==> src/hdl/uasy_pkg.sv <==
// Purpose: Shared constants and types of the asynchronous serial channel.
// Assumes: APB word addressing, byte address is four times the register index.
// Notes:   Register indices keep the printed offsets.
package uasy_pkg;
   localparam int          PADDR_W       = 18;
   // Register indices
   localparam logic [15:0] IDX_ASYNC     = 16'hff70;
   localparam logic [15:0] IDX_ERR       = 16'hff71;
   localparam logic [15:0] IDX_SOP       = 16'hff72;
   localparam logic [15:0] IDX_BAUD      = 16'hff73;
   localparam logic [15:0] IDX_DATA      = 16'hff74;
   localparam logic [15:0] IDX_TXFLAG    = 16'hff75;
   // Reset values
   localparam logic [7:0]  ASYNC_RST     = 8'h00;
   localparam logic [7:0]  SOP_RST       = 8'h00;
   localparam logic [7:0]  BAUD_RST      = 8'h00;
   localparam logic        TXD_IDLE      = 1'b1;
   // Writable bits
   localparam logic [7:0]  ASYNC_WMASK   = 8'hfc;
   localparam logic [7:0]  SOP_WMASK     = 8'hcf;
   localparam logic [7:0]  BAUD_WMASK    = 8'hf0;
   // async_mode_control fields
   localparam int          ASM_TXE       = 7;
   localparam int          ASM_RXE       = 6;
   localparam int          ASM_PAR_LO    = 4;
   localparam int          ASM_CL        = 3;
   localparam int          ASM_SL        = 2;
   // serial_op_mode_control fields
   localparam int          SOM_EN        = 7;
   localparam int          SOM_SSE       = 6;
   localparam int          SOM_DAP       = 3;
   localparam int          SOM_DIR       = 2;
   localparam int          SOM_CCK       = 1;
   localparam int          SOM_CKP       = 0;
   // baud_rate_control field
   localparam int          BRC_SEL_LO    = 4;
   // Receive error bits
   localparam int          ERR_PE        = 2;
   localparam int          ERR_FE        = 1;
   localparam int          ERR_OV        = 0;
   // Timing in baud ticks, eight to a bit
   localparam logic [2:0]  HALF_BIT      = 3'h3;
   localparam logic [2:0]  BIT_LAST      = 3'h7;
   typedef enum logic [1:0] {
      PAR_NONE = 2'b00,
      PAR_ZERO = 2'b01,
      PAR_ODD  = 2'b10,
      PAR_EVEN = 2'b11
   } uasy_par_t;
   typedef enum logic [1:0] {RX_IDLE, RX_START, RX_BITS} uasy_rx_t;
endpackage : uasy_pkg

==> src/hdl/uasy_baud.sv <==
// Purpose: Baud tick generator, eight ticks to a bit.
// Assumes: sel 0..7 gives a tick every 2^(sel+2) clocks.
// Notes:   Codes 8 and up give no tick; the external baud pin is not built.
module uasy_baud import uasy_pkg::*; (
   // Clock and reset
   input  wire logic       pclk,
   input  wire logic       presetn,
   // Control
   input  wire logic       run,
   input  wire logic [3:0] sel,
   output logic            tick
);
   typedef struct packed {
      logic [8:0] cnt;
      logic       tick;
   } uasy_baud_st_t;
   uasy_baud_st_t s, n;
   logic [9:0]    span;
   logic [8:0]    limit;
   always_comb begin
      n     = s;
      span  = 10'h004 << sel[2:0];
      limit = span[8:0] - 9'h001;
      n.tick = 1'b0;
      if (!run || sel[3]) begin
         n.cnt = 9'h000;
      end else if (s.cnt >= limit) begin
         n.cnt  = 9'h000;
         n.tick = 1'b1;
      end else begin
         n.cnt = s.cnt + 9'h001;
      end
   end
   always_ff @(posedge pclk or negedge presetn) begin
      if (!presetn) s <= '0;
      else          s <= n;
   end
   assign tick = s.tick;
endmodule : uasy_baud

==> src/hdl/uasy_tx.sv <==
// Purpose: Transmit framer and shifter.
// Assumes: One baud tick is an eighth of a bit.
// Notes:   A load while busy or disabled is dropped.
module uasy_tx import uasy_pkg::*; (
   // Clock and reset
   input  wire logic       pclk,
   input  wire logic       presetn,
   // Control
   input  wire logic       tick,
   input  wire logic       load,
   input  wire logic [7:0] data,
   input  wire logic       enable,
   input  wire logic [1:0] par_mode,
   input  wire logic       char8,
   input  wire logic       stop2,
   // Status and line
   output logic            txd,
   output logic            busy,
   output logic            done
);
   typedef struct packed {
      logic        busy;
      logic        done;
      logic        txd;
      logic [11:0] frame;
      logic [3:0]  left;
      logic [2:0]  ph;
   } uasy_tx_st_t;
   uasy_tx_st_t s, n;
   logic [7:0]  d;
   logic [3:0]  ppos;
   logic        pbit;
   logic        haspar;
   logic [11:0] fr;
   logic [11:0] pmask;
   always_comb begin
      n      = s;
      n.done = 1'b0;
      d      = char8 ? data : {1'b0, data[6:0]};
      ppos   = char8 ? 4'd9 : 4'd8;
      pmask  = char8 ? 12'h3fe : 12'h1fe;
      haspar = (par_mode != PAR_NONE);
      case (par_mode)
         PAR_EVEN: pbit = ^d;
         PAR_ODD:  pbit = ~(^d);
         default:  pbit = 1'b0;
      endcase
      fr      = 12'hfff;
      fr[0]   = 1'b0;
      fr[8:1] = d;
      if (!char8) fr[8] = 1'b1;
      if (haspar) fr[ppos] = pbit;
      if (!enable) begin
         n.busy = 1'b0;
         n.txd  = TXD_IDLE;
      end else if (!s.busy) begin
         if (load) begin
            n.frame = fr;
            n.left  = (char8 ? 4'd10 : 4'd9) + {3'b000, haspar} + {3'b000, stop2};
            n.busy  = 1'b1;
            n.txd   = 1'b0;
            n.ph    = 3'h0;
         end
      end else if (tick) begin
         n.ph = s.ph + 3'h1;
         if (s.ph == BIT_LAST) begin
            n.frame = {1'b1, s.frame[11:1]};
            n.left  = s.left - 4'h1;
            n.txd   = s.frame[1];
            if (s.left == 4'h1) begin
               n.busy = 1'b0;
               n.done = 1'b1;
               n.txd  = TXD_IDLE;
            end
         end
      end
   end
   always_ff @(posedge pclk or negedge presetn) begin
      if (!presetn) s <= '{txd: TXD_IDLE, default: '0};
      else          s <= n;
   end
   assign txd  = s.txd;
   assign busy = s.busy;
   assign done = s.done;

   a_tx_even_par: assert property (@(posedge pclk) disable iff (!presetn)
      load && enable && !s.busy && par_mode == PAR_EVEN |=> !(^(s.frame & pmask)))
      else $error("even parity frame has odd count");
   a_tx_odd_par: assert property (@(posedge pclk) disable iff (!presetn)
      load && enable && !s.busy && par_mode == PAR_ODD |=> ^(s.frame & pmask))
      else $error("odd parity frame has even count");
   a_tx_zero_par: assert property (@(posedge pclk) disable iff (!presetn)
      load && enable && !s.busy && par_mode == PAR_ZERO |=> s.frame[ppos] == 1'b0)
      else $error("zero parity bit not zero");
   a_tx_idle_mark: assert property (@(posedge pclk) disable iff (!presetn)
      !s.busy |-> s.txd)
      else $error("line not high while idle");
   a_tx_done_end: assert property (@(posedge pclk) disable iff (!presetn)
      s.done |-> !s.busy && $past(s.busy) && s.left == 4'h0)
      else $error("done without end of frame");
endmodule : uasy_tx

==> src/hdl/uasy_top.sv <==
// Purpose: Asynchronous serial channel with APB registers.
// Assumes: serial_rx_pin and slave_select_pin are asynchronous to pclk.
// Notes:   Three-wire shifting is not built; its mode bits are stored and all but DAP and DIR drive pins.
//
// The APB interface to the registers was decided locally.
module uasy_top import uasy_pkg::*; (
   // Clock and reset
   input  wire logic               pclk,
   input  wire logic               presetn,
   // APB slave
   input  wire logic               psel,
   input  wire logic               penable,
   input  wire logic               pwrite,
   input  wire logic [PADDR_W-1:0] paddr,
   input  wire logic [31:0]        pwdata,
   output logic [31:0]             prdata,
   output logic                    pready,
   output logic                    pslverr,
   // Serial line
   input  wire logic               serial_rx_pin,
   output logic                    serial_tx_pin,
   // Completion events
   output logic                    transmit_done_irq,
   output logic                    receive_done_irq,
   // Three-wire mode pins
   input  wire logic               slave_select_pin,
   output logic                    comm_allowed,
   output logic                    sync_serial_clock_pin_o,
   output logic                    sync_serial_clock_pin_oe
);
   typedef struct packed {
      logic [7:0]  amode;
      logic [7:0]  som;
      logic [7:0]  brate;
      logic [7:0]  rxbuf;
      logic [2:0]  err;
      logic        unread;
      logic        txflag;
      logic        rx_irq;
      uasy_rx_t    rx_st;
      logic [2:0]  rx_cnt;
      logic [3:0]  rx_bits;
      logic [8:0]  rx_sh;
      logic        rx_s1;
      logic        rx_s2;
      logic        ss_s1;
      logic        ss_s2;
      logic        comm_ok;
      logic        sck_o;
      logic        sck_oe;
      logic        pready;
      logic        pslverr;
      logic [31:0] prdata;
   } uasy_top_st_t;

   uasy_top_st_t s, n;
   logic         tick;
   logic         tx_done;
   logic         tx_busy;
   logic         tx_load;
   logic         rd_buf;
   logic         finish;
   logic         setup;
   logic         access;
   logic         mapped;
   logic [15:0]  idx;
   logic [1:0]   pmode;
   logic         haspar;
   logic [3:0]   k;
   logic [8:0]   aligned;
   logic [7:0]   dat;
   logic         ones;
   logic         pe;

   uasy_baud u_baud (
      .pclk    (pclk),
      .presetn (presetn),
      .run     (s.amode[ASM_TXE] | s.amode[ASM_RXE]),
      .sel     (s.brate[BRC_SEL_LO +: 4]),
      .tick    (tick)
   );

   uasy_tx u_tx (
      .pclk     (pclk),
      .presetn  (presetn),
      .tick     (tick),
      .load     (tx_load),
      .data     (pwdata[7:0]),
      .enable   (s.amode[ASM_TXE]),
      .par_mode (pmode),
      .char8    (s.amode[ASM_CL]),
      .stop2    (s.amode[ASM_SL]),
      .txd      (serial_tx_pin),
      .busy     (tx_busy),
      .done     (tx_done)
   );

   always_comb begin
      n         = s;
      tx_load   = 1'b0;
      rd_buf    = 1'b0;
      finish    = 1'b0;
      n.rx_s1   = serial_rx_pin;
      n.rx_s2   = s.rx_s1;
      n.ss_s1   = slave_select_pin;
      n.ss_s2   = s.ss_s1;
      n.rx_irq  = 1'b0;
      n.pready  = 1'b0;
      n.pslverr = 1'b0;
      idx       = paddr[PADDR_W-1:2];
      pmode     = s.amode[ASM_PAR_LO +: 2];
      haspar    = (pmode != PAR_NONE);
      setup     = psel & ~penable;
      access    = psel & penable & s.pready;
      mapped    = (paddr[1:0] == 2'b00) && (idx inside {IDX_ASYNC, IDX_ERR, IDX_SOP,
                                                        IDX_BAUD, IDX_DATA, IDX_TXFLAG});
      // Answer is prepared in setup so the access phase sees a registered word
      if (setup) begin
         n.pready  = 1'b1;
         n.pslverr = ~mapped;
         n.prdata  = 32'h0000_0000;
         if (!pwrite && mapped) begin
            case (idx)
               IDX_ASYNC: n.prdata = {24'h00_0000, s.amode};
               IDX_ERR:   n.prdata = {29'h0000_0000, s.err};
               IDX_SOP:   n.prdata = {24'h00_0000, s.som};
               IDX_BAUD:  n.prdata = {24'h00_0000, s.brate};
               IDX_DATA:  n.prdata = {24'h00_0000, s.rxbuf};
               default:   n.prdata = {30'h0000_0000, tx_busy, s.txflag};
            endcase
         end
      end
      if (access && pwrite && mapped) begin
         case (idx)
            IDX_ASYNC:  n.amode = pwdata[7:0] & ASYNC_WMASK;
            IDX_SOP:    n.som   = pwdata[7:0] & SOP_WMASK;
            IDX_BAUD:   n.brate = pwdata[7:0] & BAUD_WMASK;
            IDX_DATA:   tx_load = s.amode[ASM_TXE];
            IDX_TXFLAG: begin
               if (pwdata[0]) n.txflag = 1'b0;
            end
            default:    n.amode = s.amode;
         endcase
      end
      // A frame that landed during setup makes the read stale; keep it unread
      if (access && !pwrite && mapped && idx == IDX_DATA && !s.rx_irq) begin
         rd_buf   = 1'b1;
         n.err    = 3'b000;
         n.unread = 1'b0;
      end
      if (tx_done) n.txflag = 1'b1;

      // Receive framing
      k       = (s.amode[ASM_CL] ? 4'd8 : 4'd7) + {3'b000, haspar};
      aligned = s.rx_sh >> (4'd9 - k);
      dat     = s.amode[ASM_CL] ? aligned[7:0] : {1'b0, aligned[6:0]};
      ones    = ^aligned;
      case (pmode)
         PAR_EVEN: pe = ones;
         PAR_ODD:  pe = ~ones;
         default:  pe = 1'b0;
      endcase
      if (!s.amode[ASM_RXE]) begin
         n.rx_st = RX_IDLE;
      end else begin
         unique case (s.rx_st)
            RX_IDLE: begin
               if (!s.rx_s2) begin
                  n.rx_st  = RX_START;
                  n.rx_cnt = 3'h0;
               end
            end
            RX_START: begin
               if (tick) begin
                  n.rx_cnt = s.rx_cnt + 3'h1;
                  if (s.rx_cnt == HALF_BIT) begin
                     if (!s.rx_s2) begin
                        n.rx_st   = RX_BITS;
                        n.rx_cnt  = 3'h0;
                        n.rx_bits = 4'h0;
                     end else begin
                        n.rx_st = RX_IDLE;
                     end
                  end
               end
            end
            RX_BITS: begin
               if (tick) begin
                  n.rx_cnt = s.rx_cnt + 3'h1;
                  if (s.rx_cnt == BIT_LAST) begin
                     n.rx_bits = s.rx_bits + 4'h1;
                     if (s.rx_bits == k) finish = 1'b1;
                     else n.rx_sh = {s.rx_s2, s.rx_sh[8:1]};
                  end
               end
            end
         endcase
      end
      // A frame end wins over a buffer read in the same cycle
      if (finish) begin
         n.rx_st          = RX_IDLE;
         n.rxbuf          = dat;
         n.err[ERR_PE]    = pe;
         n.err[ERR_FE]    = ~s.rx_s2;
         n.err[ERR_OV]    = s.unread & ~rd_buf;
         n.unread         = 1'b1;
         n.rx_irq         = 1'b1;
      end

      n.comm_ok = ~s.som[SOM_SSE] | ~s.ss_s2;
      n.sck_oe  = s.som[SOM_EN] & s.som[SOM_CCK];
      n.sck_o   = ~s.som[SOM_CKP];
   end

   always_ff @(posedge pclk or negedge presetn) begin
      if (!presetn) begin
         s       <= '0;
         s.amode <= ASYNC_RST;
         s.som   <= SOP_RST;
         s.brate <= BAUD_RST;
      end else begin
         s <= n;
      end
   end

   assign prdata                   = s.prdata;
   assign pready                   = s.pready;
   assign pslverr                  = s.pslverr;
   assign transmit_done_irq        = tx_done;
   assign receive_done_irq         = s.rx_irq;
   assign comm_allowed             = s.comm_ok;
   assign sync_serial_clock_pin_o  = s.sck_o;
   assign sync_serial_clock_pin_oe = s.sck_oe;

   a_start_half_bit: assert property (@(posedge pclk) disable iff (!presetn)
      s.rx_st == RX_BITS && $past(s.rx_st) == RX_START |-> !$past(s.rx_s2) && $past(s.rx_cnt) == HALF_BIT)
      else $error("start accepted without low half-bit sample");
   a_irq_has_data: assert property (@(posedge pclk) disable iff (!presetn)
      s.rx_irq |-> s.unread && $past(s.rx_st) == RX_BITS)
      else $error("receive interrupt without buffered frame");
   a_rx_disable_stop: assert property (@(posedge pclk) disable iff (!presetn)
      !s.amode[ASM_RXE] |=> s.rx_st == RX_IDLE && !s.rx_irq && $stable(s.rxbuf))
      else $error("reception continued after disable");
   a_overrun_set: assert property (@(posedge pclk) disable iff (!presetn)
      s.rx_irq && $past(s.unread) && !$past(rd_buf) |-> s.err[ERR_OV])
      else $error("overrun not flagged");
   a_read_clears: assert property (@(posedge pclk) disable iff (!presetn)
      rd_buf |=> s.err == 3'b000 || s.rx_irq)
      else $error("status not cleared by buffer read");
   a_no_par_err: assert property (@(posedge pclk) disable iff (!presetn)
      s.rx_irq && !s.amode[ASM_PAR_LO + 1] |-> !s.err[ERR_PE])
      else $error("parity error without checked parity");
   a_char7_top: assert property (@(posedge pclk) disable iff (!presetn)
      s.rx_irq && !s.amode[ASM_CL] |-> s.rxbuf[7] == 1'b0)
      else $error("bit 7 not zero for 7-bit character");
   a_som_reserved: assert property (@(posedge pclk) disable iff (!presetn)
      s.som[5:4] == 2'b00)
      else $error("reserved mode bits set");
   c_rx_frame:   cover property (@(posedge pclk) disable iff (!presetn) s.rx_irq);
   c_tx_frame:   cover property (@(posedge pclk) disable iff (!presetn) tx_done);
   c_frame_err:  cover property (@(posedge pclk) disable iff (!presetn) s.rx_irq && s.err[ERR_FE]);
   c_overrun:    cover property (@(posedge pclk) disable iff (!presetn) s.rx_irq && s.err[ERR_OV]);
endmodule : uasy_top

==> config.mk <==
export PLATFORM = sky130hd
export DESIGN_NAME = uasy_top
export DESIGN_NICKNAME = d
export VERILOG_FILES = /design/src/hdl/uasy_pkg.sv /design/src/hdl/uasy_baud.sv /design/src/hdl/uasy_tx.sv /design/src/hdl/uasy_top.sv
export SDC_FILE = /design/constraint.sdc
export NUM_CORES = 1
export LEC_CHECK = 0
export BUFFER_PORTS_ARGS = -buffer_cell sky130_fd_sc_hd__buf_2
export CAP_MARGIN = 20
export CORE_ASPECT_RATIO = 0.5
export CORE_UTILIZATION = 27
export DETAILED_ROUTE_END_ITERATION = 10
export SYNTH_ARGS = -nofsm -noshare
export SYNTH_HDL_FRONTEND = slang
export SYNTH_SLANG_ARGS = --single-unit
==> constraint.sdc <==
create_clock -name pclk -period 4 [get_ports pclk]
set_input_delay 1 -clock pclk [delete_from_list [all_inputs] [get_ports pclk]]
set_output_delay 1 -clock pclk [all_outputs]
set_load 0.02 [all_outputs]
==> After elaboration in Yosys (flattened, before gate mapping) <==
Index checks and enable logic that the tools add are counted.
{ "classes": {"bitwise_logic": 17, "n_addsub": 10, "magnitude_cmp": 3, "shift": 2, "eq_ne": 30, "reduce_logical": 36, "muxes": 57} }
{ "op_table": {"columns": ["operator", "n"], "rows": [
  ["== test 16 bit (second input constant)", 6],
  ["two-way mux 9 bit", 5],
  ["two-way mux 20 bit", 2],
  ["one-hot mux 8 bit (5 select lines)", 1],
  ["two-way mux 34 bit", 1],
  ["two-way mux 32 bit", 1],
  ["two-way mux 1 bit", 23],
  ["two-way mux 22 bit", 1],
  ["two-way mux 19 bit", 1],
  ["two-way mux 16 bit", 1],
  ["two-way mux 8 bit", 2],
  ["nonzero test 2 bit", 7],
  ["two-way mux 13 bit", 1],
  ["adder 4 x 1 -> 4 bit", 3],
  ["bitwise mux 12 bit", 1],
  ["two-way mux 12 bit", 1],
  ["two-way mux 4 bit", 3],
  ["!= test 2 bit (second input constant)", 6],
  ["AND reduction 4 bit", 3],
  ["NOT 1 bit", 10],
  ["adder 9 x 1 -> 9 bit (second input constant)", 1],
  [">= comparator 9 bit", 1],
  ["logical AND 1 bit", 9],
  ["one-hot mux 3 bit (3 select lines)", 1],
  ["41 further kinds", 64]
]} }
{ "totals": {"output_inout_bits": 40, "elab_cells": 185, "input_bits": 57, "reg_bits": 121} }

==> Longest topological paths before layout <==
Gate-level depths: netlist of the first run.
{ "depth": {"ltp_word": 10, "mapped_depth": 12, "ltp_nobuf": 11} }

==> By module <==
Synthesis of the first run repeated with hierarchy kept, for this count alone.
{ "hier_totals": {"cells_unflattened": 542, "hier_area_um2": 5554.1} }
{ "modules_own_cells": {"columns": ["module", "instances", "area_per_inst_um2", "seq_area_each_um2", "cells_each"], "rows": [
  ["uasy_top", 1, 3672.3, 1626.6, 354],
  ["uasy_tx", 1, 1236.2, 526.8, 127],
  ["uasy_baud", 1, 645.6, 250.2, 61]
]} }

==> Worst setup path before layout of the first run <==
OpenSTA, ideal clock, no wires.
{ "synth_path": {"path_type": "input to register", "startpoint": "input port paddr[13]", "endpoint": "register s[64] in the netlist's numbering", "t_required_ps": 3880, "arrival_ps": 2744, "setup_slack_ps": 1136, "n_path_buf": 0, "cell_stages": 7, "setup_time_ps": 120, "path_cell_list": "nand4_2 nor4_4 or4b_4 or4_4 nand2_1 nor2_1 a31o_1"} }
{ "synth_between": {"elab_chain_len": 7, "elab_cells_between_ends": 12, "classes_between": "6 x eq/ne; 6 x reduce/logical"} }
{ "synth_rtl": {"columns": ["item", "line_no", "source"], "rows": [
  ["from (decl)", "uasy_top.sv:14", "input wire logic [PADDR_W-1:0] paddr,"],
  ["== test 16 bit (on tied branches)", "uasy_top.sv:115, uasy_top.sv:146", null],
  ["nonzero test 6 bit", "uasy_top.sv:115", "mapped = (paddr[1:0] == 2'b00) && (idx inside {IDX_ASYNC, IDX_ERR, IDX_SOP,"],
  ["logical AND 1 bit", "uasy_top.sv:115", null],
  ["logical AND 1 bit", "uasy_top.sv:146", "if (access && !pwrite && mapped && idx == IDX_DATA && !s.rx_irq) begin"],
  ["logical AND 1 bit (*) (2 in a row)", "uasy_top.sv:146", null],
  ["nonzero test 2 bit (no line) (*)", null, null],
  ["to (signal assigned)", "uasy_top.sv:222", "s <= n;"],
  ["to (decl)", "uasy_top.sv:56", "uasy_top_st_t s, n;"]
]} }
Mark *: on every way between the ends. The rest lies on a longest branch, timed or not.
A chain may end at the register's enable or synchronous reset.

==> Final worst setup path of the first run <==
{ "layout_path": {"startpoint": "register s (netlist bit pmode[1])", "endpoint": "register s[64] in the netlist's numbering"} }
{ "layout_between": {"elab_chain_len": 9, "elab_cells_between_ends": 17, "classes_between": "2 x add/sub; 3 x eq/ne; 1 x shift; 7 x mux; 1 x bitwise; 3 x reduce/logical"} }
{ "layout_rtl": {"columns": ["item"], "rows": [
  ["parallel branches: the longest is 9 deep, another holds adder 4 x 1 -> 4 bit"]
]} }
Several ways; the timed one is not identified.

==> impl_metrics.yaml, run 1 <==
clocking:
  clkLatencyLatePin_ps: 350
  cts_sinks: 96
  path_clk_slew_ps: 70
  numCtsBuffers: 9
  root_buffer: "clkbuf_16"
  hold_buffers: 0
  postCtsSetupRepairBufs: 0
  cts_tree: "built"
  htreeDepth: 3
  cts_resized: 0
  cts_buffer_depth: 2
grt:
  met1_usage_pct: 16.3
  grt.busiest_layer: "met2"
  met3_usage_pct: 2.19
  grt_pass1_wl_mm: 20.1
  antenna_found_initial: 0
  grt_usage_pct: 11.7
  met2_usage_pct: 18.2
  grt_overflow_total: 0
  grt_max_degree: 61
  grt_pass1_vias: 3974
layout:
  antennaDiodeCount: 0
  fillerInstances: 2074
  nets: 700
  fin_cells: 888
  area_growth_pct: 12.4
  layout-drive-gt1-share_pct: 20.7
timing:
  setup_viol: 0
  period_share_pct: 77.4
  max-slew-margin-rel_pct: 47.6
  setup_tns_ps: 0
  tightest_slew_ps: 787
  skew_ps: 9.91
  finalCriticalPeriod_ps: 3100
  rsz0062_at_grt: "false"
  fmaxAchievable_ghz: 0.323
  slew_viol_final: 0
  hold_violations: 0
yosys:
  synth_top_flop_cell: "dfrtp_1"
  synth_seq_cells: 96
  synth_edf_count: 0
  async_flop_share_pct: 100
  syn_area_um2: 5610
  ys_types: 70
  synth-seq-area-share_pct: 42.9
  synthCells: 582
  yosys_warnings: 0
  syn_avg_cell_area_um2: 9.63
power_and_ir_drop:
  p_int_mw: 1.58
  p_sw_mw: 0.471
  vdd.ir_drop.worst_uv: 211
  pwr_density_cell_nw_per_um2: 325
  p_leak_nw: 2.99
  combPwrFrac_pct: 5.5
  p_seq_share_pct: 47.6
  power.total_mw: 2.05
  power_frac_clock_pct: 47.0
  sw_frac_of_total_pct: 23.0
die:
  die-area_um2: 21400
  core_region_area_um2: 19900
  start_util_pct: 28.2
  io_pins: 97
  dieHeight_um: 104
  die_w_um: 206
  rows: 36
worst_setup_path:
  endpoint: "s[64]"
  startpoint_type: "flip-flop"
  r2r-end: "s[64]"
  r2r_slack_ps: 900
  critPathRequiredTime_ps: 4240
  endpoint_kind: "flip-flop"
  worst-setup-path-type: "flip-flop to flip-flop"
  path_max_fanout: 13
  reg2reg_depth: 9
  cp.arrival_ps: 3330
  timing.rr.start: "pmode[1]"
  crit_path_start: "pmode[1]"
status:
  status: "complete, no violations"
place:
  gp_congestion: 0.796
  io_buffers: 48
  dpl.hpwl_mm: 8.97
  dp_cells: 872
detailed_routing:
  drc_errors: 0
  routed_via_density: 4.72
  vias: 4194
  final_antenna_net_count: 0
  dr.pass1.iters: 4
  drt_iter0_drc: 226
  wirelength_mm: 12.1
  routedWlPerCell_um: 13.7
job:
  maxCapViolCount: 0
hold_path:
  hp-start: "n[37]"
  hp-class: "flip-flop to flip-flop"
placed cells by master (no fill, tap or decap), types with 16 or more instances in the layout:
cell type and count:
nand3_1 16, inv_1 27, a21oi_1 40, nor2_1 53, ha_1 25, dfrtp_1 95
mux2_2 34, buf_2 47, conb_1 24, o21ai_0 37, nand2_1 60
critical path: stages, from the launching register on:
cell and delay (ps):
dfrtp_1 450, or2_2 330, ha_1 610, mux2_2 450
and3_1 190, a221oi_1 290, xnor2_1 180, xnor2_1 150
xnor2_1 110, a31o_1 220
state kept, by name, summed over array words and instances (netlist names), 2 cells and up:
register,cells
n,2
pmode,2
prdata,8
s,47
u_baud.s,9
u_tx.s,18
final cells by class:
cell class              count  area (um^2)  area share, %
flip-flops and latches     96         2400           38.1
clock buffers              10          239           3.79
clock inverters             6         96.3           1.53
multi-input cells         429         2840           45.1
well taps                 266          333           5.28
repair buffers             54          288           4.57
inverters                  27          101           1.61
logic make-up (layout without fill, tap and decap cells):
logic type / after synthesis / count (layout) / share of synthesized area [%]
AND/OR/NAND/NOR: 178 / 178 / 15.6
AO/OA/AOI/OAI: 134 / 134 / 15.1
flip-flops: 96 / 96 / 42.9
buffers and inverters: 80 / 97 / 7.97
multiplexers: 43 / 43 / 8.44
adder cells (fa/ha/maj): 26 / 26 / 5.94
XOR/XNOR: 24 / 24 / 4.00
other: 1 / 24 / 0.0669
layer usage:
layer	up-vias	part of all wire, %
met1	2048	49
met2	81	46
met3	12	4.1
met5	-	0
li1	2053	-
met4	0	1.4
per-stage QoR:
stage	hold WS, ps	cell area (um^2)	worst slack, ps	utilization, %
2_1_floorplan	331	5690	1140	-
3_3_place_gp	336	5970	719	30.0
3_5_place_dp	339	5970	666	30.0
4_1_cts	355	6300	907	31.7
5_1_grt	358	6300	759	31.7
6_report	352	6300	905	31.7
worst min-delay path by stage:
stage / to / cells past startpoint
after floorplan: s[37] / 0
after global placement: s[37] / 0
after detailed placement: s[37] / 0
after CTS: s[37] / 0
after global routing: s[37] / 0
final: s[37] / 0
synth_stat cells (12+ instances only):
master,instances,area (um^2)
nand2_1,60,225
ha_1,25,313
nor2_1,53,199
dfrtp_1,95,2380
buf_4,33,248
clkbuf_1,12,45.0
mux2_2,34,383
xnor2_1,12,105
o21ai_0,37,185
inv_1,27,101
nand3_1,16,80.1
a21oi_1,40,200
power groups by stage:
stage / clock (mW) / sequential (mW) / combinational, mW
2_1_floorplan: 0 / 0.995 / 0.0766
3_3_place_gp: 0 / 0.994 / 0.113
3_5_place_dp: 0 / 0.994 / 0.114
4_1_cts: 0.993 / 0.975 / 0.115
5_1_grt: 1.03 / 0.975 / 0.126
6_report: 0.963 / 0.975 / 0.113
(Power assumes the default switching activity.)
==> inputs of run 2 (changes only) <==
==> constraint.sdc (replaced) <==
create_clock -name pclk -period 2.5 [get_ports pclk]
set_input_delay 0.625 -clock pclk [delete_from_list [all_inputs] [get_ports pclk]]
set_output_delay 0.625 -clock pclk [all_outputs]
set_load 0.02 [all_outputs]
==> run 2 against run 1 <==
Clock-buffer cell count increased by 1. Critical endpoint unchanged. Global-route usage up 0.63 points. Combinational power increased by 71%. Die area unchanged. Cell count rose by 5.3%. Largest power group is now the clock network. Highest routed layer is now met5.
==> impl_metrics.yaml, run 2 (synthesis results as in run 1) <==
status:
  status: "complete, no violations"
timing:
  skew_ps: 5.29
  slew_viol_final: 0
  tightest_slew_ps: 537
  worst_slack_ps: 42.1
  max-slew-margin-rel_pct: 64.1
  fmaxAchievable_ghz: 0.407
  period_share_pct: 98.3
  setup_viol: 0
  rsz0062_at_grt: "true"
  finalCriticalPeriod_ps: 2460
  hold_violations: 0
grt:
  grt_overflow_total: 0
  met1_usage_pct: 16.7
  grt_pass1_vias: 4140
  grt.busiest_layer: "met2"
  grt_max_degree: 41
  met2_usage_pct: 19.2
  grt_pass1_wl_mm: 21.0
  met3_usage_pct: 3.48
  antenna_found_initial: 1
  grt_usage_pct: 12.4
worst_setup_path:
  endpoint_kind: "flip-flop"
  startpoint_type: "flip-flop"
  cp_slowest_stage_delay_ps: 370
  critPathRequiredTime_ps: 2740
  cp.arrival_ps: 2700
  crit_top_cell: "xnor2_1"
  worst-setup-path-type: "flip-flop to flip-flop"
  cp_num_buf_inv: 1
  cp_cell_sequence: "or2_4 > ha_4 > buf_6 > mux2_4 > and3_4 > a221oi_4 > xnor2_2 > xnor2_1 > xnor2_1 > a31o_1"
  path_max_fanout: 6
  crit_family: "simple AND/OR/NAND/NOR gates"
  cp_slowest_cell: "dfrtp_1"
die:
  io_pins: 97
  dieHeight_um: 104
  core_region_area_um2: 19900
  die-area_um2: 21400
  start_util_pct: 28.2
  rows: 36
  die_w_um: 206
clocking:
  root_buffer: "clkbuf_16"
  path_clk_slew_ps: 70
  cts_tree: "built"
  htreeDepth: 3
  cts_buffer_depth: 2
  cts_sinks: 96
  numCtsBuffers: 9
  clkLatencyLatePin_ps: 350
  hold_buffers: 0
detailed_routing:
  drt_iter0_drc: 200
  routedWlPerCell_um: 13.9
  wirelength_mm: 13.0
  routed_via_density: 4.68
  final_antenna_net_count: 0
  drc_errors: 0
  dr.pass1.iters: 4
  vias: 4374
layout:
  top_register: "s"
  area_growth_pct: 22.3
  largest_register_ffs: 47
  antennaDiodeCount: 0
  layout_common_cells: "95 x dfrtp_1, 60 x nand2_1, 52 x nor2_1"
  nets: 747
  reg_top3: "s: 47 flops, u_tx.s: 18 flops, u_baud.s: 9 flops"
  final_common_cell: "dfrtp_1"
  layout-drive-gt1-share_pct: 28.8
place:
  dpl.hpwl_mm: 9.68
  gp_congestion: 0.821
  post-place-ws_ps: -241
  io_buffers: 48
power_and_ir_drop:
  vdd.ir_drop.worst_uv: 324
  power.total_mw: 3.38
  p_leak_nw: 3.25
  pwr_density_cell_nw_per_um2: 493
job:
  maxCapViolCount: 0
hold_path:
  hp-class: "input pin to asynchronous set/reset pin"
==> run 2: layer usage <==
| metal | wire, um | share of wire (%) | up-vias |
|---|---|---|---|
| met2 | 6120 | 47 | 67 |
| met1 | 6270 | 48 | 2143 |
| met5 | 13 | 0.10 | - |
| li1 | - | - | 2148 |
| met3 | 462 | 3.6 | 14 |
| met4 | 117 | 0.90 | 2 |
==> run 2: where the power goes <==
group          leakage (nW)  internal (mW)  switching (mW)
Combinational          1.81         0.0627           0.131
Sequential             1.27           1.56         0.00357
Clock                 0.172           1.03           0.595
Total                  3.25           2.65           0.729
==> run 2: through the flow <==
stage / TNS (ps) / cells / util (%) / instance area (um^2) / hold WS, ps
final: 0 / 935 / 34.4 / 6860 / 186
after global routing: -31.1 / 935 / 34.4 / 6860 / 203
after CTS: -11.4 / 931 / 33.7 / 6720 / 198
after detailed placement: -3390 / 914 / 31.9 / 6350 / 335
after global placement: -2940 / 914 / 31.9 / 6350 / 334
after floorplan: 0 / 605 / - / 5740 / 329
==> run 2: area by class of cell <==
type / instances / area [um^2]
clock buffer: 11 / 253
clock inverter: 5 / 103
fill: 2027 / 13100
inverter: 27 / 101
multi-input combinational: 430 / 3000
sequential: 96 / 2400
tap: 266 / 333
timing repair buffer: 100 / 666
==> run 2: worst paths after layout <==
kind | startpoint | to | slack [ps] | cells past startpoint
worst max-delay path | pmode[0] | s[64] | 40 | 10
worst min-delay path | presetn | u_baud.s[2] | 190 | 1
worst max register to register | pmode[0] | s[64] | 40 | 10
worst min register to register | n[37] | s[37] | 350 | 0
max in group asynchronous | presetn | u_tx.txd | 1700 | 2
min in group pclk | n[37] | s[37] | 350 | 0
==> run 2: what timing repair did <==
item                                    CTS  global route
endpoints found under the setup margin    1            24
gates resized for setup                   5            22
buffers inserted                          1             3
gates cloned                              0             1
pin swaps                                 2            12
==> inputs of run 3 (changes only) <==
--- a/config.mk
+++ b/config.mk
@@ -10,6 +10,7 @@
 export CORE_ASPECT_RATIO = 0.5
 export CORE_UTILIZATION = 27
 export DETAILED_ROUTE_END_ITERATION = 10
+export REMOVE_ABC_BUFFERS = 1
 export SYNTH_ARGS = -nofsm -noshare
 export SYNTH_HDL_FRONTEND = slang
 export SYNTH_SLANG_ARGS = --single-unit
==> run 3 against run 2 <==
Design area shrank 2.0%. Clock skew grew 3.6 ps. Fmax shrank 0.41%. Register-to-register slack is essentially flat. Sequential share of layout area grew 0.72 points. Combinational power shrank 3%. First-iteration DRC count grew 18%. Power shrank 9.4%. Sequential power is essentially flat. Routed wire length shrank 3.0%.
==> impl_metrics.yaml, run 3 (synthesis results as in run 1) <==
timing:
  slew_viol_final: 0
  tightest_slew_ps: 703
  setup_tns_ps: 0
  setup_viol: 0
  fmaxAchievable_ghz: 0.405
  skew_ps: 8.90
  period_share_pct: 98.7
  max-slew-margin-rel_pct: 52.9
  hold_violations: 0
  worst_slack_ps: 32.1
  finalCriticalPeriod_ps: 2470
  rsz0062_at_grt: "true"
power_and_ir_drop:
  vdd.ir_drop.worst_uv: 234
  p_seq_share_pct: 51.0
  p_int_mw: 2.32
  pwr_density_cell_nw_per_um2: 456
  p_sw_mw: 0.737
  sw_frac_of_total_pct: 24.1
  combPwrFrac_pct: 6.1
  p_leak_nw: 3.22
  power_frac_clock_pct: 42.9
die:
  start_util_pct: 28.2
  dieHeight_um: 104
  io_pins: 97
  die_w_um: 206
  rows: 36
  die-area_um2: 21400
  core_region_area_um2: 19900
detailed_routing:
  routed_via_density: 4.60
  final_antenna_net_count: 0
  routedWlPerCell_um: 13.4
  wirelength_mm: 12.6
  drt_iter0_drc: 235
  drc_errors: 0
  dr.pass1.iters: 4
  vias: 4312
layout:
  largest_register_ffs: 47
  multiInputGateArea_um2: 2920
  nets: 749
  antennaDiodeCount: 0
  reg_top3: "s: 47 flops, u_tx.s: 18 flops, u_baud.s: 9 flops"
  layout-drive-gt1-share_pct: 28.6
  top_register: "s"
  regArea_um2: 2400
  area_growth_pct: 19.9
  fillerInstances: 2031
  fin_cells: 937
  finalInstanceArea_um2: 6720
  utilization_pct: 33.8
  layout_common_cells: "94 x dfrtp_1, 59 x nand2_1, 52 x nor2_1, 52 x buf_4, 48 x buf_2"
  final_common_cell: "dfrtp_1"
clocking:
  hold_buffers: 0
  root_buffer: "clkbuf_16"
  path_clk_slew_ps: 70
  numCtsBuffers: 9
  clkLatencyLatePin_ps: 350
  cts_sinks: 96
  htreeDepth: 3
  cts_tree: "built"
  cts_buffer_depth: 2
place:
  gp_congestion: 0.857
  dpl.hpwl_mm: 9.32
  placed_area_um2: 6340
  dp_cells: 919
  io_buffers: 48
  post-place-ws_ps: -246
worst_setup_path:
  startpoint_type: "flip-flop"
  path_max_fanout: 7
  crit_top_cell: "xnor2_1"
  cp_slowest_stage_delay_ps: 380
  cp_cell_sequence: "or2_4 > ha_4 > buf_6 > mux2_2 > o21ai_2 > a221oi_2 > xnor2_1 > xnor2_1 > xnor2_1 > a31o_1"
  cp.arrival_ps: 2700
  endpoint_kind: "flip-flop"
  critPathRequiredTime_ps: 2730
  worst-setup-path-type: "flip-flop to flip-flop"
  r2r_slack_ps: 30
  cp_slowest_cell: "dfrtp_1"
grt:
  grt_usage_pct: 12.4
  antenna_found_initial: 0
  grt_overflow_total: 0
  grt_max_degree: 40
  grt_pass1_vias: 4257
  grt_pass1_wl_mm: 21.4
status:
  status: "complete, no violations"
job:
  maxCapViolCount: 0
hold_path:
  hp-class: "input pin to asynchronous set/reset pin"
[run 3: final cells by class]
class,count,area share (%)
Timing Repair Buffer,103,10.1
Sequential cell,96,35.8
Clock inverter,6,0.652
Multi-Input combinational cell,429,43.4
Tap cell,266,4.95
Inverter,27,1.51
Clock buffer,10,3.56
[run 3: power groups by stage]
| stage | Sequential (mW) | Combinational [mW] | Clock [mW] |
|---|---|---|---|
| floorplan | 1.59 | 0.0837 | 0 |
| global placement | 1.59 | 0.188 | 0 |
| detailed placement | 1.59 | 0.190 | 0 |
| CTS | 1.56 | 0.191 | 1.36 |
| global route | 1.56 | 0.210 | 1.42 |
| finish | 1.56 | 0.188 | 1.31 |
[run 3: final timing paths]
path | endpoint | depth (start not counted) | start
setup / recovery | s[64] | 10 | pmode[1]
hold / removal | s[54] | 1 | presetn
max in group asynchronous | pready | 2 | presetn
min in group pclk | s[37] | 0 | n[37]
setup reg to reg | s[64] | 10 | pmode[1]
hold reg to reg | s[37] | 0 | n[37]
[run 3: repair_timing]
action	in CTS	in global routing
buffers inserted	1	0
setup endpoints to repair	16	24
resized for setup	11	11
hold endpoints to repair	0	0
cloned	0	1
pin swaps	4	5
[run 3: critical path: cells and delay by family (launching register included)]
family          cells  cell delay (ps)
fa+ha+maj           1              320
simple gates        1              270
mux                 1              350
compound gates      3              450
flops               1              380
xor+xnor            3              450
buf+inv             1              140
[run 3: layer usage]
metal / vias up / GRT usage [%] / wire length [um]
li1: 2154 / - / -
met1: 2076 / 16.8 / 5960
met2: 67 / 20.3 / 6030
met3: 15 / 2.10 / 406
met4: 0 / 3.70 / 193
met5: - / 0 / 0
[run 3: stage by stage]
stage / hold slack, ps / total power, mW
2_1_floorplan: 329 / 1.68
4_1_cts: 258 / 3.11
5_1_grt: 281 / 3.19
3_5_place_dp: 335 / 1.78
6_report: 240 / 3.06
3_3_place_gp: 333 / 1.78
